## config.mk

```make
export PLATFORM = sky130hd
export DESIGN_NAME = numeric_oscillator_regs
export DESIGN_NICKNAME = d
export VERILOG_FILES = /design/src/hw/numeric_oscillator_regs.v /design/src/hw/osc_clock_select.v /design/src/hw/pulse_width_timer.v
export VERILOG_INCLUDE_DIRS = /design/src /design/src/hw
export SDC_FILE = /design/constraint.sdc
export NUM_CORES = 1
export LEC_CHECK = 0
export BUFFER_PORTS_ARGS = -buffer_cell sky130_fd_sc_hd__buf_2
export CAP_MARGIN = 10
export CORE_MARGIN = 2
export CORE_UTILIZATION = 25
export DETAILED_ROUTE_END_ITERATION = 10
export GPL_ROUTABILITY_DRIVEN = 0
export MAX_ROUTING_LAYER = met4
export SLEW_MARGIN = 20
export SYNTH_ARGS = -nofsm -noshare
export SYNTH_HDL_FRONTEND = slang
export SYNTH_SLANG_ARGS = --single-unit
```

## constraint.sdc

```tcl
create_clock -name clk -period 3.54 [get_ports clk]
set_input_delay 0.531 -clock clk [delete_from_list [all_inputs] [get_ports clk]]
set_output_delay 0.531 -clock clk [all_outputs]
set_load 0.005 [all_outputs]
```

## src/hw/numeric_oscillator_consts.vh

```
// Register offsets, field positions, reset values and timing figures of the numeric oscillator.
`ifndef NUMERIC_OSCILLATOR_CONSTS_VH
`define NUMERIC_OSCILLATOR_CONSTS_VH

// ****************************************************************
// Register byte offsets on the register bus
// ****************************************************************
`define OFS_CONTROL        12'h000
`define OFS_CLOCK_WIDTH    12'h004
`define OFS_ACC_LOW        12'h008
`define OFS_ACC_HIGH       12'h00C
`define OFS_ACC_UPPER      12'h010
`define OFS_INC_LOW        12'h014
`define OFS_INC_HIGH       12'h018
`define OFS_INC_UPPER      12'h01C
`define OFS_FLAG_STATUS    12'h020

// ****************************************************************
// Control register fields
// ****************************************************************
`define CTL_ENABLE_BIT     7
`define CTL_STATUS_BIT     5
`define CTL_INVERT_BIT     4
`define CTL_PULSE_BIT      0

// ****************************************************************
// Clock register fields
// ****************************************************************
`define CLK_WIDTH_MSB      7
`define CLK_WIDTH_LSB      5
`define CLK_SEL_MSB        3
`define CLK_SEL_LSB        0

// ****************************************************************
// Flag register fields
// ****************************************************************
`define FLAG_OVERFLOW_BIT  0

// ****************************************************************
// Reset values
// ****************************************************************
`define RST_BYTE_ZERO      8'h00
`define RST_INC_LOW        8'h01
`define RST_NIBBLE_ZERO    4'h0

// ****************************************************************
// Widths and clock source codes
// ****************************************************************
`define ACC_WIDTH          20
`define SRC_SYSTEM         4'h0
`define SRC_FAST_INT       4'h1
`define SRC_SLOW_INT       4'h2
`define SRC_MED_500K       4'h3
`define SRC_MED_32K        4'h4
`define SRC_REF_CLK        4'h6
`define SRC_LOGIC_ONE      4'h7
`define SRC_LOGIC_FOUR     4'hA

// ****************************************************************
// Timing: bus clock period in picoseconds and input synchroniser depth
// ****************************************************************
`define CLK_PERIOD_PS      5000
`define SYNC_STAGES        2

`endif

```

## src/hw/numeric_oscillator_regs.v

```verilog
// Numeric oscillator core with its AHB-Lite register slave.
`timescale 1ns/1ps
`default_nettype none
`include "numeric_oscillator_consts.vh"

// Operation
// Oscillator runs only while the enable bit 7 of control is one.
// Control bit 5 reads the live module output and is read-only.
// Invert bit one inverts the output; zero passes it unchanged.
// Control bit 0 picks pulse mode when one, toggle mode when zero.
// Width field bits 7..5 give two to the field input periods active.
// Width field matters only in pulse mode.
// Four-bit select picks one of the documented input clock sources.
// Software must avoid reserved clock codes 0101 and 1011 to 1111.
// Accumulator is 20 bits in three bytes; upper bits 7..4 read zero.
// Accumulator runs from the input clock; no atomic multi-byte access.
// Software must not write the accumulator while the module runs.
// Step value is upper, high and low step bytes joined.
// Low step byte resets to one.
// Shadow buffer loads whole step on the input falling edge after low write.
// Software writes upper and high step bytes before the low byte.
// Unused control bits 6 and 3..1 and clock bit 4 read zero.
// Control, clock, accumulator and high step bytes reset to zero.
// Each input rising edge adds the buffered step; carry out is overflow.
// Toggle mode flips the output on every overflow.
// Pulse mode goes active on the input edge after overflow for the width; the code starts the pulse one bus clock after the overflow cycle instead.
// Each overflow sets a sticky flag that software clears.
// While disabled the accumulator holds and the output rests inactive.
module numeric_oscillator_regs (
	input  wire        clk,
	input  wire        resetn,
	input  wire        hsel,
	input  wire [11:0] haddr,
	input  wire [1:0]  htrans,
	input  wire        hwrite,
	input  wire [2:0]  hsize,
	input  wire [31:0] hwdata,
	input  wire        hready,
	output wire        hreadyout,
	output wire        hresp,
	output reg  [31:0] hrdata,
	input  wire        systemOsc,
	input  wire        fastInternalOsc,
	input  wire        slowInternalOsc,
	input  wire        mediumInternalOsc500k,
	input  wire        mediumInternalOsc32k,
	input  wire        referenceClockOut,
	input  wire        logicCellOneOutput,
	input  wire        logicCellTwoOutput,
	input  wire        logicCellThreeOutput,
	input  wire        logicCellFourOutput,
	output wire        oscOutput,
	output wire        accumulatorCarry,
	output wire        overflowFlag
);

	// ****************************************************************
	// Register state
	// ****************************************************************
	reg        oscEnable_reg;
	reg        outputInvert_reg;
	reg        pulseModeSelect_reg;
	reg [2:0]  pulseWidthSelect_reg;
	reg [3:0]  inputClockSelect_reg;
	reg [`ACC_WIDTH-1:0] phaseAccumulator_reg;
	reg [7:0]  stepLow_reg;
	reg [7:0]  stepHigh_reg;
	reg [3:0]  stepUpper_reg;
	reg [`ACC_WIDTH-1:0] stepShadowBuffer_reg;
	reg        shadowPending_reg;
	reg        toggleState_reg;
	reg        overflowFlag_reg;
	reg        carry_reg;

	// ****************************************************************
	// AHB-Lite address phase capture
	// ****************************************************************
	reg        dataPhaseWrite_reg;
	reg        dataPhaseRead_reg;
	reg [11:0] dataPhaseAddr_reg;
	wire       addrPhaseValid = hsel && hready && htrans[1];

	always @(posedge clk) begin
		if (!resetn) begin
			dataPhaseWrite_reg <= 1'b0;
			dataPhaseRead_reg  <= 1'b0;
			dataPhaseAddr_reg  <= 12'h000;
		end else if (hready) begin
			dataPhaseWrite_reg <= addrPhaseValid && hwrite;
			dataPhaseRead_reg  <= addrPhaseValid && !hwrite;
			dataPhaseAddr_reg  <= haddr;
		end
	end

	assign hreadyout = 1'b1;
	assign hresp     = 1'b0;

	// Decodes one register write strobe from the data-phase address.
	function writeHit;
		input        wr;
		input [11:0] addr;
		input [11:0] ofs;
		begin
			writeHit = wr && (addr == ofs);
		end
	endfunction

	wire wrControl = writeHit(dataPhaseWrite_reg, dataPhaseAddr_reg, `OFS_CONTROL);
	wire wrClock   = writeHit(dataPhaseWrite_reg, dataPhaseAddr_reg, `OFS_CLOCK_WIDTH);
	wire wrAccLow  = writeHit(dataPhaseWrite_reg, dataPhaseAddr_reg, `OFS_ACC_LOW);
	wire wrAccHigh = writeHit(dataPhaseWrite_reg, dataPhaseAddr_reg, `OFS_ACC_HIGH);
	wire wrAccUp   = writeHit(dataPhaseWrite_reg, dataPhaseAddr_reg, `OFS_ACC_UPPER);
	wire wrIncLow  = writeHit(dataPhaseWrite_reg, dataPhaseAddr_reg, `OFS_INC_LOW);
	wire wrIncHigh = writeHit(dataPhaseWrite_reg, dataPhaseAddr_reg, `OFS_INC_HIGH);
	wire wrIncUp   = writeHit(dataPhaseWrite_reg, dataPhaseAddr_reg, `OFS_INC_UPPER);
	wire wrFlag    = writeHit(dataPhaseWrite_reg, dataPhaseAddr_reg, `OFS_FLAG_STATUS);

	// ****************************************************************
	// Input clock selection
	// ****************************************************************
	wire inputRise;
	wire inputFall;
	wire [10:0] sourceLevels = {logicCellFourOutput, logicCellThreeOutput, logicCellTwoOutput,
		logicCellOneOutput, referenceClockOut, 1'b0, mediumInternalOsc32k, mediumInternalOsc500k,
		slowInternalOsc, fastInternalOsc, systemOsc};

	osc_clock_select clockPick (
		.clk          (clk),
		.resetn       (resetn),
		.clockSelect  (inputClockSelect_reg),
		.sourceLevels (sourceLevels),
		.risingEdge   (inputRise),
		.fallingEdge  (inputFall)
	);

	// ****************************************************************
	// Adder and step shadow buffer
	// ****************************************************************
	wire [`ACC_WIDTH-1:0] stepValue = {stepUpper_reg, stepHigh_reg, stepLow_reg};
	wire [`ACC_WIDTH:0]   sumFull   = {1'b0, phaseAccumulator_reg} + {1'b0, stepShadowBuffer_reg};
	wire                  advance   = oscEnable_reg && inputRise;
	wire                  overflowNow = advance && sumFull[`ACC_WIDTH];

	always @(posedge clk) begin
		if (!resetn) begin
			phaseAccumulator_reg <= {`ACC_WIDTH{1'b0}};
			carry_reg            <= 1'b0;
		end else begin
			carry_reg <= overflowNow;
			if (advance)
				phaseAccumulator_reg <= sumFull[`ACC_WIDTH-1:0];
			else begin
				// Writes land directly; the accumulator otherwise holds while disabled.
				if (wrAccLow)
					phaseAccumulator_reg[7:0] <= hwdata[7:0];
				if (wrAccHigh)
					phaseAccumulator_reg[15:8] <= hwdata[7:0];
				if (wrAccUp)
					phaseAccumulator_reg[19:16] <= hwdata[3:0];
			end
		end
	end

	// The shadow loads on the falling input edge after a low-byte write, or at once while disabled.
	always @(posedge clk) begin
		if (!resetn) begin
			stepShadowBuffer_reg <= {{(`ACC_WIDTH-8){1'b0}}, `RST_INC_LOW};
			shadowPending_reg    <= 1'b0;
		end else if (!oscEnable_reg) begin
			stepShadowBuffer_reg <= stepValue;
			shadowPending_reg    <= 1'b0;
		end else if (shadowPending_reg && inputFall) begin
			stepShadowBuffer_reg <= stepValue;
			shadowPending_reg    <= wrIncLow;
		end else if (wrIncLow) begin
			shadowPending_reg <= 1'b1;
		end
	end

	// ****************************************************************
	// Software registers
	// ****************************************************************
	always @(posedge clk) begin
		if (!resetn) begin
			oscEnable_reg        <= 1'b0;
			outputInvert_reg     <= 1'b0;
			pulseModeSelect_reg  <= 1'b0;
			pulseWidthSelect_reg <= 3'h0;
			inputClockSelect_reg <= `RST_NIBBLE_ZERO;
			stepLow_reg          <= `RST_INC_LOW;
			stepHigh_reg         <= `RST_BYTE_ZERO;
			stepUpper_reg        <= `RST_NIBBLE_ZERO;
		end else begin
			if (wrControl) begin
				oscEnable_reg       <= hwdata[`CTL_ENABLE_BIT];
				outputInvert_reg    <= hwdata[`CTL_INVERT_BIT];
				pulseModeSelect_reg <= hwdata[`CTL_PULSE_BIT];
			end
			if (wrClock) begin
				pulseWidthSelect_reg <= hwdata[`CLK_WIDTH_MSB:`CLK_WIDTH_LSB];
				inputClockSelect_reg <= hwdata[`CLK_SEL_MSB:`CLK_SEL_LSB];
			end
			if (wrIncLow)
				stepLow_reg <= hwdata[7:0];
			if (wrIncHigh)
				stepHigh_reg <= hwdata[7:0];
			if (wrIncUp)
				stepUpper_reg <= hwdata[3:0];
		end
	end

	// Sticky flag: an overflow in the clearing cycle wins over the clear.
	always @(posedge clk) begin
		if (!resetn)
			overflowFlag_reg <= 1'b0;
		else if (overflowNow)
			overflowFlag_reg <= 1'b1;
		else if (wrFlag && !hwdata[`FLAG_OVERFLOW_BIT])
			overflowFlag_reg <= 1'b0;
	end

	// ****************************************************************
	// Output stages
	// ****************************************************************
	wire pulseActive;

	pulse_width_timer widthTimer (
		.clk         (clk),
		.resetn      (resetn),
		.clear       (!oscEnable_reg || !pulseModeSelect_reg),
		.start       (carry_reg && pulseModeSelect_reg && oscEnable_reg),
		.tick        (inputRise),
		.widthSelect (pulseWidthSelect_reg),
		.active      (pulseActive)
	);

	always @(posedge clk) begin
		if (!resetn || !oscEnable_reg)
			toggleState_reg <= 1'b0;
		else if (overflowNow && !pulseModeSelect_reg)
			toggleState_reg <= ~toggleState_reg;
	end

	wire rawOutput = pulseModeSelect_reg ? pulseActive : toggleState_reg;
	assign oscOutput        = rawOutput ^ outputInvert_reg;
	assign accumulatorCarry = carry_reg;
	assign overflowFlag     = overflowFlag_reg;

	// ****************************************************************
	// Read data
	// ****************************************************************
	always @(posedge clk) begin
		if (!resetn)
			hrdata <= 32'h00000000;
		else if (addrPhaseValid && !hwrite) begin
			hrdata <= 32'h00000000;
			case (haddr)
				`OFS_CONTROL:     hrdata[7:0] <= {oscEnable_reg, 1'b0, oscOutput, outputInvert_reg,
					3'b000, pulseModeSelect_reg};
				`OFS_CLOCK_WIDTH: hrdata[7:0] <= {pulseWidthSelect_reg, 1'b0, inputClockSelect_reg};
				`OFS_ACC_LOW:     hrdata[7:0] <= phaseAccumulator_reg[7:0];
				`OFS_ACC_HIGH:    hrdata[7:0] <= phaseAccumulator_reg[15:8];
				`OFS_ACC_UPPER:   hrdata[7:0] <= {4'h0, phaseAccumulator_reg[19:16]};
				`OFS_INC_LOW:     hrdata[7:0] <= stepLow_reg;
				`OFS_INC_HIGH:    hrdata[7:0] <= stepHigh_reg;
				`OFS_INC_UPPER:   hrdata[7:0] <= {4'h0, stepUpper_reg};
				`OFS_FLAG_STATUS: hrdata[7:0] <= {7'h00, overflowFlag_reg};
				default:          hrdata <= 32'h00000000;
			endcase
		end
	end

endmodule // numeric_oscillator_regs

`default_nettype wire

```

## src/hw/osc_clock_select.v

```verilog
// Input clock source multiplexer with synchroniser and edge detection for the numeric oscillator.
`timescale 1ns/1ps
`default_nettype none
`include "numeric_oscillator_consts.vh"

module osc_clock_select (
	input  wire        clk,
	input  wire        resetn,
	input  wire [3:0]  clockSelect,
	input  wire [10:0] sourceLevels,
	output reg         risingEdge,
	output reg         fallingEdge
);

	// ****************************************************************
	// Source picking
	// ****************************************************************
	// Reserved codes pick a constant low level, so the oscillator never advances.
	reg picked;
	always @* begin
		picked = 1'b0;
		if (clockSelect <= `SRC_LOGIC_FOUR && clockSelect != 4'h5)
			picked = sourceLevels[clockSelect];
	end

	// ****************************************************************
	// Two-stage synchroniser and edge detector
	// ****************************************************************
	reg syncFirst_reg;
	reg syncSecond_reg;
	reg syncLast_reg;
	always @(posedge clk) begin
		if (!resetn) begin
			syncFirst_reg  <= 1'b0;
			syncSecond_reg <= 1'b0;
			syncLast_reg   <= 1'b0;
			risingEdge     <= 1'b0;
			fallingEdge    <= 1'b0;
		end else begin
			syncFirst_reg  <= picked;
			syncSecond_reg <= syncFirst_reg;
			syncLast_reg   <= syncSecond_reg;
			risingEdge     <= syncSecond_reg & ~syncLast_reg;
			fallingEdge    <= ~syncSecond_reg & syncLast_reg;
		end
	end

endmodule // osc_clock_select

`default_nettype wire

```

## src/hw/pulse_width_timer.v

```verilog
// Counter that holds the pulse-mode output active for a power-of-two number of input clock periods.
`timescale 1ns/1ps
`default_nettype none
`include "numeric_oscillator_consts.vh"

module pulse_width_timer (
	input  wire       clk,
	input  wire       resetn,
	input  wire       clear,
	input  wire       start,
	input  wire       tick,
	input  wire [2:0] widthSelect,
	output reg        active
);

	reg [7:0] remain_reg;

	// Number of input periods for a width code: two to the power of the code.
	function [7:0] periodsFor;
		input [2:0] code;
		begin
			periodsFor = 8'h01 << code;
		end
	endfunction

	always @(posedge clk) begin
		if (!resetn || clear) begin
			remain_reg <= 8'h00;
			active     <= 1'b0;
		end else if (start) begin
			remain_reg <= periodsFor(widthSelect);
			active     <= 1'b1;
		end else if (tick && active) begin
			if (remain_reg == 8'h01)
				active <= 1'b0;
			remain_reg <= remain_reg - 8'h01;
		end
	end

endmodule // pulse_width_timer

`default_nettype wire

```

# ---- Word-level counts from Yosys, hierarchy flattened
# Cells that the tools add are included.
dict set report word_totals {
  reg_bits 109
  inputBits 64
  out_inout_bits 37
  elab_cells 117
}
dict set report op_classes {
  add_sub_neg 2
  order_cmp 2
  n_eq_ne 19
  shift 1
  mux 19
  bitwise 6
  reduce_logical 42
}
# cell n
set ops {}
lappend ops {{$eq 12x5->1 const B} 8}
lappend ops {{$pmux 8 s9} 1}
lappend ops {{$mux 20} 3}
lappend ops {{$eq 12x4->1 const B} 4}
lappend ops {{$mux 8} 4}
lappend ops {{$eq 12x3->1 const B} 2}
lappend ops {{$eq 12x6->1 const B} 2}
lappend ops {{$logic_not 12->1} 2}
lappend ops {{$logic_and 1x1->1} 22}
lappend ops {{$add 20x20->21} 1}
lappend ops {{$reduce_bool 2->1} 7}
lappend ops {{$mux 1} 9}
lappend ops {{$eq 8x1->1 const B} 1}
lappend ops {{$shl 1x3->8 const A} 1}
lappend ops {{$sub 8x1->8 const B} 1}
lappend ops {{$reduce_and 2->1} 3}
lappend ops {{$logic_not 1->1} 5}
lappend ops {{$lt 4x5->1 const B} 1}
lappend ops {{$bmux 1 s4} 1}
lappend ops {{$le 4x4->1 const B} 1}
lappend ops {{$mux 4} 1}
lappend ops {{$ne 4x3->1 const B} 1}
lappend ops {{$logic_or 1x1->1} 3}
lappend ops {{$not 1->1} 3}
lappend ops {{other kinds (3)} 4}

# ---- Longest topological paths before layout
# Gate-level depths: netlist (run 1).
dict set report logic_depth {
  word_depth 5
  ltp_mapped 9
}

# ---- By module
# From an unflattened synthesis (run 1), not the netlist that was laid out.
dict set report hier_totals {
  hier_cells 720
  hier_area_um2 6274.8
}
# module instances cells_per_inst area_per_inst_um2 seq_area_each_um2
set modules_own_cells {}
lappend modules_own_cells {numeric_oscillator_regs 1 632 5466.5 1901.8}
lappend modules_own_cells {pulse_width_timer 1 66 560.5 180.2}
lappend modules_own_cells {osc_clock_select 1 22 247.7 100.1}

# ---- Worst setup path after synthesis (run 1)
# OpenSTA, ideal clock, no wires.
dict set report synth_timing {
  path_kind {flip-flop to flip-flop}
  from {register phaseAccumulator_reg[0]}
  to {register phaseAccumulator_reg[14]}
  arrival_ns 2.300
  t_required_ns 3.420
  path_slack_ns 1.120
  path_stages_with_launch 10
  path_cell_list {dfxtp_1 -> ha_1 -> inv_1 -> fa_1 -> nand2b_1 -> a21o_1 -> a31oi_1 -> o21ai_0 -> a211o_1 -> a211o_1}
}
dict set report synth_via {
  elab_chain_cells 2
}
# item line_no
set synth_lines {}
lappend synth_lines {{start, declared} numeric_oscillator_regs.v:65} ;# reg [`ACC_WIDTH-1:0] phaseAccumulator_reg;
lappend synth_lines {{start signal, assigned} numeric_oscillator_regs.v:146} ;# phaseAccumulator_reg <= {`ACC_WIDTH{1'b0}};
lappend synth_lines {{start signal, assigned} numeric_oscillator_regs.v:151} ;# phaseAccumulator_reg <= sumFull[`ACC_WIDTH-1:0];
lappend synth_lines {{start signal, assigned} numeric_oscillator_regs.v:155} ;# phaseAccumulator_reg[7:0] <= hwdata[7:0];
lappend synth_lines {{$add 20x20->21} numeric_oscillator_regs.v:140} ;# wire [`ACC_WIDTH:0] sumFull = {1'b0, phaseAccumulator_reg} + {1'b0, stepShadowBuffer_reg};
lappend synth_lines {{$mux 20} numeric_oscillator_regs.v:150} ;# if (advance)
# Every way passes these cells.
# A chain may end at the register's enable or synchronous reset.

# ---- Worst setup path after layout (run 1)
# Same ends and word-level chain as after synthesis.

==> results of run 1 <==
## final cells by class
class	instances	area, um2	area share, %
well taps	324	405	5.81
clock inverters	4	73.8	1.06
inverters	15	56.3	0.807
clock buffers	11	233	3.34
multi-input cells	597	3720	53.4
repair buffers	55	298	4.27
flip-flops and latches	109	2180	31.3
diodes	1	2.50	0.0359
## worst reg2reg max path, stage by stage (launching register included)
cell	delay, ns
dfxtp_1	0.37
ha_1	0.20
inv_1	0.06
fa_1	0.37
nand2b_1	0.19
a21o_1	0.21
a31oi_1	0.20
buf_4	0.17
o21ai_0	0.17
a2111oi_0	0.50
a211o_1	0.16
## cells in the final DEF, fill, tap and decap left out, types with 11 or more instances in the layout
cell type	instances
conb_1	26
nand3_1	28
mux2i_1	49
a21oi_1	73
buf_2	46
dfxtp_1	109
ha_1	22
nor2_1	67
nor3_1	12
inv_1	14
nand2_1	112
o21ai_0	28
xnor2_1	11
## routing by layer
metal | global-route usage [%] | wire (um) | vias up
met3 | 3.50 | 1160 | 28
li1 | - | - | 2739
met4 | 5.19 | 505 | 0
met2 | 22.7 | 8380 | 189
met5 | - | 0 | -
met1 | 19.6 | 8790 | 2630
## per-stage QoR
| step | util [%] | hold slack [ns] | total power, mW | cells | worst slack [ns] |
|---|---|---|---|---|---|
| floorplan | - | 0.383 | 1.37 | 790 | 1.12 |
| global placement | 27.3 | 0.401 | 1.41 | 1100 | 1.01 |
| detailed placement | 27.3 | 0.410 | 1.41 | 1100 | 0.962 |
| CTS | 28.6 | 0.416 | 2.49 | 1115 | 0.937 |
| global route | 28.6 | 0.439 | 2.56 | 1116 | 0.692 |
| finish | 28.6 | 0.412 | 2.47 | 1116 | 0.889 |
## report_power, final
part / total (mW) / internal (mW) / switching (mW)
Clock: 1.08 / 0.618 / 0.465
Combinational: 0.141 / 0.0440 / 0.0969
Sequential: 1.25 / 1.24 / 0.0105
Total: 2.47 / 1.90 / 0.573
## cells by family (layout without fill, tap and decap cells)
logic type                 count (synthesis)  in the layout
adders and majority gates                 23             23
xor gates and xnor gates                  15             15
other                                      2             27
AOI/OAI and AO/OA                        176            176
DFF                                      109            109
and+or+nand+nor                          297            297
buffers and inverters                     84             85
muxes                                     60             60
## path summary, 6_finish.rpt
check / depth (start not counted) / slack (ns) / endpoint / from
max: 10 / 0.89 / phaseAccumulator_reg[14]$_SDFFE_PN0P_ / phaseAccumulator_reg[0]$_SDFFE_PN0P_
min: 1 / 0.41 / clockPick.risingEdge$_SDFF_PN0_ / clockPick.syncLast_reg$_SDFF_PN0_
max reg2reg: 10 / 0.89 / phaseAccumulator_reg[14]$_SDFFE_PN0P_ / phaseAccumulator_reg[0]$_SDFFE_PN0P_
min reg2reg: 1 / 0.41 / clockPick.risingEdge$_SDFF_PN0_ / clockPick.syncLast_reg$_SDFF_PN0_
==> qor.yml, run 1 <==
power_density_mw_per_mm2: 354
nNetsFinal: 874
startpoint_type: "flop"
numPortBuffers: 46
netlist_area_mm2: 0.00622
start_util_pct: 25.5
cts_tree: "built"
syn2layout_area_growth_pct: 12.0
max_slew_margin_pct: 30.7
rsz0062_at_grt: "false"
core_area_mm2: 0.0244
finalSetupTns_ns: 0
crit_family: "compound AO/OA/AOI/OAI gates"
vias: 5586
final_max_slew_viol_count: 0
grt_remaining_overflow: 0
ys.flop_type: "dfxtp_1"
endpoint_kind: "flop"
synthArstFlopShare_pct: 0
hold_class: "reg -> reg"
synth-adder-area-share_pct: 4.74
cts_max_level: 3
antenna_found_initial: 1
routed_wl_mm: 18.8
postCtsSetupBuffers: 0
fin_crit_ns: 2.65
path_max_fanout: 6
clk_latency_ns: 0.36
yosysMostFrequentCell: "nand2_1"
yosysUniqueCellTypes: 70
final_layout_size_suffix_gt1_share_pct: 11.4
clock_sinks: 109
pin_count: 101
synth_top_family_by_area: "simple AND/OR/NAND/NOR gates"
die_y_um: 162
fillCellCount: 2608
drtPass1Iterations: 5
p_leak_nw: 2.75
required_ns: 3.85
ant_nets: 0
drc: 0
post-route-cell-area_mm2: 0.00697
yosys.area_share.simple_pct: 23.2
clk_path_buf_depth: 2
synth_commonest_cells: "112 x nand2_1, 109 x dfxtp_1, 73 x a21oi_1, 67 x nor2_1, 49 x mux2i_1"
synth-edff-count: 0
max-cap-violations: 0
final-setup-viol-count: 0
critPathArrivalTime_ns: 2.96
path_cells: "ha_1 > inv_1 > fa_1 > nand2b_1 > a21o_1 > a31oi_1 > buf_4 > o21ai_0 > a2111oi_0 > a211o_1"
drt_iter0_drc: 543
cts.clk_slew.worst_paths_ns: 0.07
synth_warnings: 0
cts-root-buf: "clkbuf_16"
fin_worst_skew_ns: 0.00657
fmax_mhz: 377
die_area_mm2: 0.0262
slowest_stage: "a2111oi_0"
track_usage_pct: 15.0
viasPerCell: 5.01
worst_path_largest_cell_delay_ns: 0.50
tightest_slew_ns: 1.04
cp.buffers_inverters: 2
dp_hpwl_mm: 13.7
ctsResizeCount: 0
cts_made_buffers: 9
synthMuxAreaShare_pct: 10.2
synth_xor_area_share_pct: 2.11
synth_top_area_share_pct: 35.1
synth-compound-area-share_pct: 17.8
grt_pass1_wl_mm: 29.5
postCtsHoldBufs: 0
final_hold_viol_count: 0
grt_max_degree: 37
ys_seq_area_share_pct: 35.1
synth_area_leader_cell: "dfxtp_1"
place_area_mm2: 0.00667
ys_ff_latch: 109
rows: 57
fin_crit_sh_pct: 74.9
die_width_um: 162
synth_area_leaders: "dfxtp_1 35%, mux2i_1 7.9%, nand2_1 6.8%"
status: "finished, final reports clean"
grt_pass1_vias: 5274
avgRoutedWirePerCell_um: 16.9
postSynthCellCount: 766
path_class: "reg -> reg"
avgSynthCellArea_um2: 8.13
max-vdd-ir-drop_mv: 0.260
Power figures use the tool's default switching activity.
==> inputs of run 2 (changes only) <==
Clock period 3.54 ns to 2.2 ns, I/O delays scaled along.
==> run 2 against run 1 <==
- the flow now finishes with violations (negative setup slack)
- via count up 7.3%
- fmax up 16%
- utilization up 2.8 points
- critical path depth down 1
- total power up 59%
- flip-flop and latch count unchanged
==> qor.yml, run 2 (synthesis gave the netlist of run 1 again) <==
fin_crit_ns: 2.28
r2r_slack_ns: -0.08
finalSetupTns_ns: -0.145
ff2ff_path_depth: 9
clk_path_buf_depth: 2
syn2layout_area_growth_pct: 22.9
fin_ws_ns: -0.0761
nNetsFinal: 942
drt_iter0_drc: 613
final_cell_mix: "111 x nand2_1, 106 x dfxtp_1, 77 x buf_4"
track_usage_pct: 15.6
tightest_slew_ns: 0.659
status: "finished with violations"
numPortBuffers: 46
hold_ws_ns: 0.235
fmax_mhz: 439
grt_max_degree: 30
max_slew_margin_pct: 55.7
ant_nets: 0
rows: 57
met3_wirelength_mm: 1.50
final_common_cell: "nand2_1"
core_area_mm2: 0.0244
cts_tree: "built"
fin_crit_sh_pct: 103
crit_end: "toggleState_reg$_SDFFE_PN0P_"
grt_pass1_vias: 5507
max-cap-violations: 0
cts-root-buf: "clkbuf_16"
cts_made_buffers: 9
endpoint_kind: "flop"
viasPerCell: 5.06
path_max_fanout: 6
clk_latency_ns: 0.35
final-setup-viol-count: 4
rsz0062_at_grt: "true"
grt_pass1_wl_mm: 31.0
critPathArrivalTime_ns: 2.52
route.met2.wl_mm: 9.16
avgRoutedWirePerCell_um: 16.8
startpoint_type: "flop"
place_area_mm2: 0.00719
cts.clk_slew.worst_paths_ns: 0.08
total_power_mw: 3.92
postCtsHoldBufs: 0
routed_wl_mm: 19.9
vias: 5996
max-vdd-ir-drop_mv: 0.314
drtPass1Iterations: 6
drc: 0
routed.top_layer: "met4"
diodes: 0
post-route-cell-area_mm2: 0.00765
grt_remaining_overflow: 0
clock_sinks: 109
cts_max_level: 3
die_width_um: 162
final_max_slew_viol_count: 0
start_util_pct: 25.5
final_layout_size_suffix_gt1_share_pct: 22.2
violations: "negative setup slack"
r2r-end: "toggleState_reg$_SDFFE_PN0P_"
required_ns: 2.44
dp_hpwl_mm: 14.8
fillCellCount: 2598
fin_worst_skew_ns: 0.00790
antenna_found_initial: 0
crit_start: "phaseAccumulator_reg[0]$_SDFFE_PN0P_"
final_hold_viol_count: 0
p_leak_nw: 3.12
pin_count: 101
power_density_mw_per_mm2: 513
reg2reg_from: "phaseAccumulator_reg[0]$_SDFFE_PN0P_"
die_area_mm2: 0.0262
wl_met1_mm: 9.09
die_y_um: 162
hold_class: "in -> reg"
path_class: "reg -> reg"
## run 2: changes by cell type in the layout (fill, tap and decap cells not counted), moves of 2 or more
cell / before / now
dfxtp_2: 0 / 3
inv_6: 0 / 2
a21oi_2: 0 / 7
clkbuf_1: 2 / 0
a2111oi_0: 5 / 0
a21oi_1: 73 / 66
ha_1: 22 / 19
o21ai_0: 28 / 24
o21ai_1: 1 / 3
buf_4: 9 / 77
a2111oi_1: 0 / 2
dfxtp_1: 109 / 106
a2111oi_2: 1 / 3
ha_2: 0 / 2
## run 2: repair_timing
action | 4_1_cts | 5_1_grt
buffers inserted | 1 | 2
hold endpoints to repair | 0 | 0
pin swaps | 3 | 14
endpoints found under the setup margin | 8 | 18
resized for setup | 7 | 31
## run 2: per-stage QoR
step | setup slack [ns] | instances | util [%]
6_report | -0.0761 | 1184 | 31.4
5_1_grt | -0.138 | 1184 | 31.4
4_1_cts | -0.0297 | 1183 | 30.9
3_5_place_dp | -0.141 | 1166 | 29.5
3_3_place_gp | -0.121 | 1166 | 29.5
2_1_floorplan | 0.00680 | 790 | -
## run 2: report_power, final
group	internal (mW)	leakage [nW]	total [mW]	switching (mW)
Sequential	1.99	0.881	2.00	0.0166
Combinational	0.0902	2.10	0.252	0.162
Clock	0.890	0.146	1.66	0.774
Total	2.97	3.12	3.92	0.952
## run 2: worst min-delay path by stage
| stage | from | depth (start not counted) | to |
|---|---|---|---|
| global placement | clockPick.syncLast_reg$_SDFF_PN0_ | 1 | clockPick.risingEdge$_SDFF_PN0_ |
| detailed placement | clockPick.syncLast_reg$_SDFF_PN0_ | 1 | clockPick.risingEdge$_SDFF_PN0_ |
| floorplan | clockPick.syncLast_reg$_SDFF_PN0_ | 1 | clockPick.risingEdge$_SDFF_PN0_ |
| CTS | haddr[9] | 3 | dataPhaseAddr_reg[9]$_SDFFE_PN0P_ |
| finish | haddr[9] | 3 | dataPhaseAddr_reg[9]$_SDFFE_PN0P_ |
| global route | haddr[9] | 3 | dataPhaseAddr_reg[9]$_SDFFE_PN0P_ |
## run 2: area by class of cell
| class | count | area, um2 | area share (%) |
|---|---|---|---|
| multi-input combinational | 597 | 3890 | 50.9 |
| sequential | 109 | 2190 | 28.6 |
| timing repair buffer | 123 | 808 | 10.6 |
| tap | 324 | 405 | 5.30 |
| clock buffer | 9 | 225 | 2.94 |
| clock inverter | 7 | 73.8 | 0.965 |
| inverter | 15 | 56.3 | 0.736 |
## run 2: metal layers
| metal | vias up | track usage (%) |
|---|---|---|
| li1 | 2870 | - |
| met1 | 2894 | 21.1 |
| met2 | 213 | 24.4 |
| met3 | 19 | 2.94 |
| met4 | 0 | 2.98 |
| met5 | - | - |
## run 2: worst max-delay path, stage by stage, from the launching register on
cell and delay [ns]:
dfxtp_2 0.36, ha_4 0.14, inv_2 0.03, fa_2 0.33
nand2b_4 0.15, a21o_1 0.20, a31oi_4 0.33, o2111ai_1 0.28
a21o_1 0.23, mux2i_1 0.11
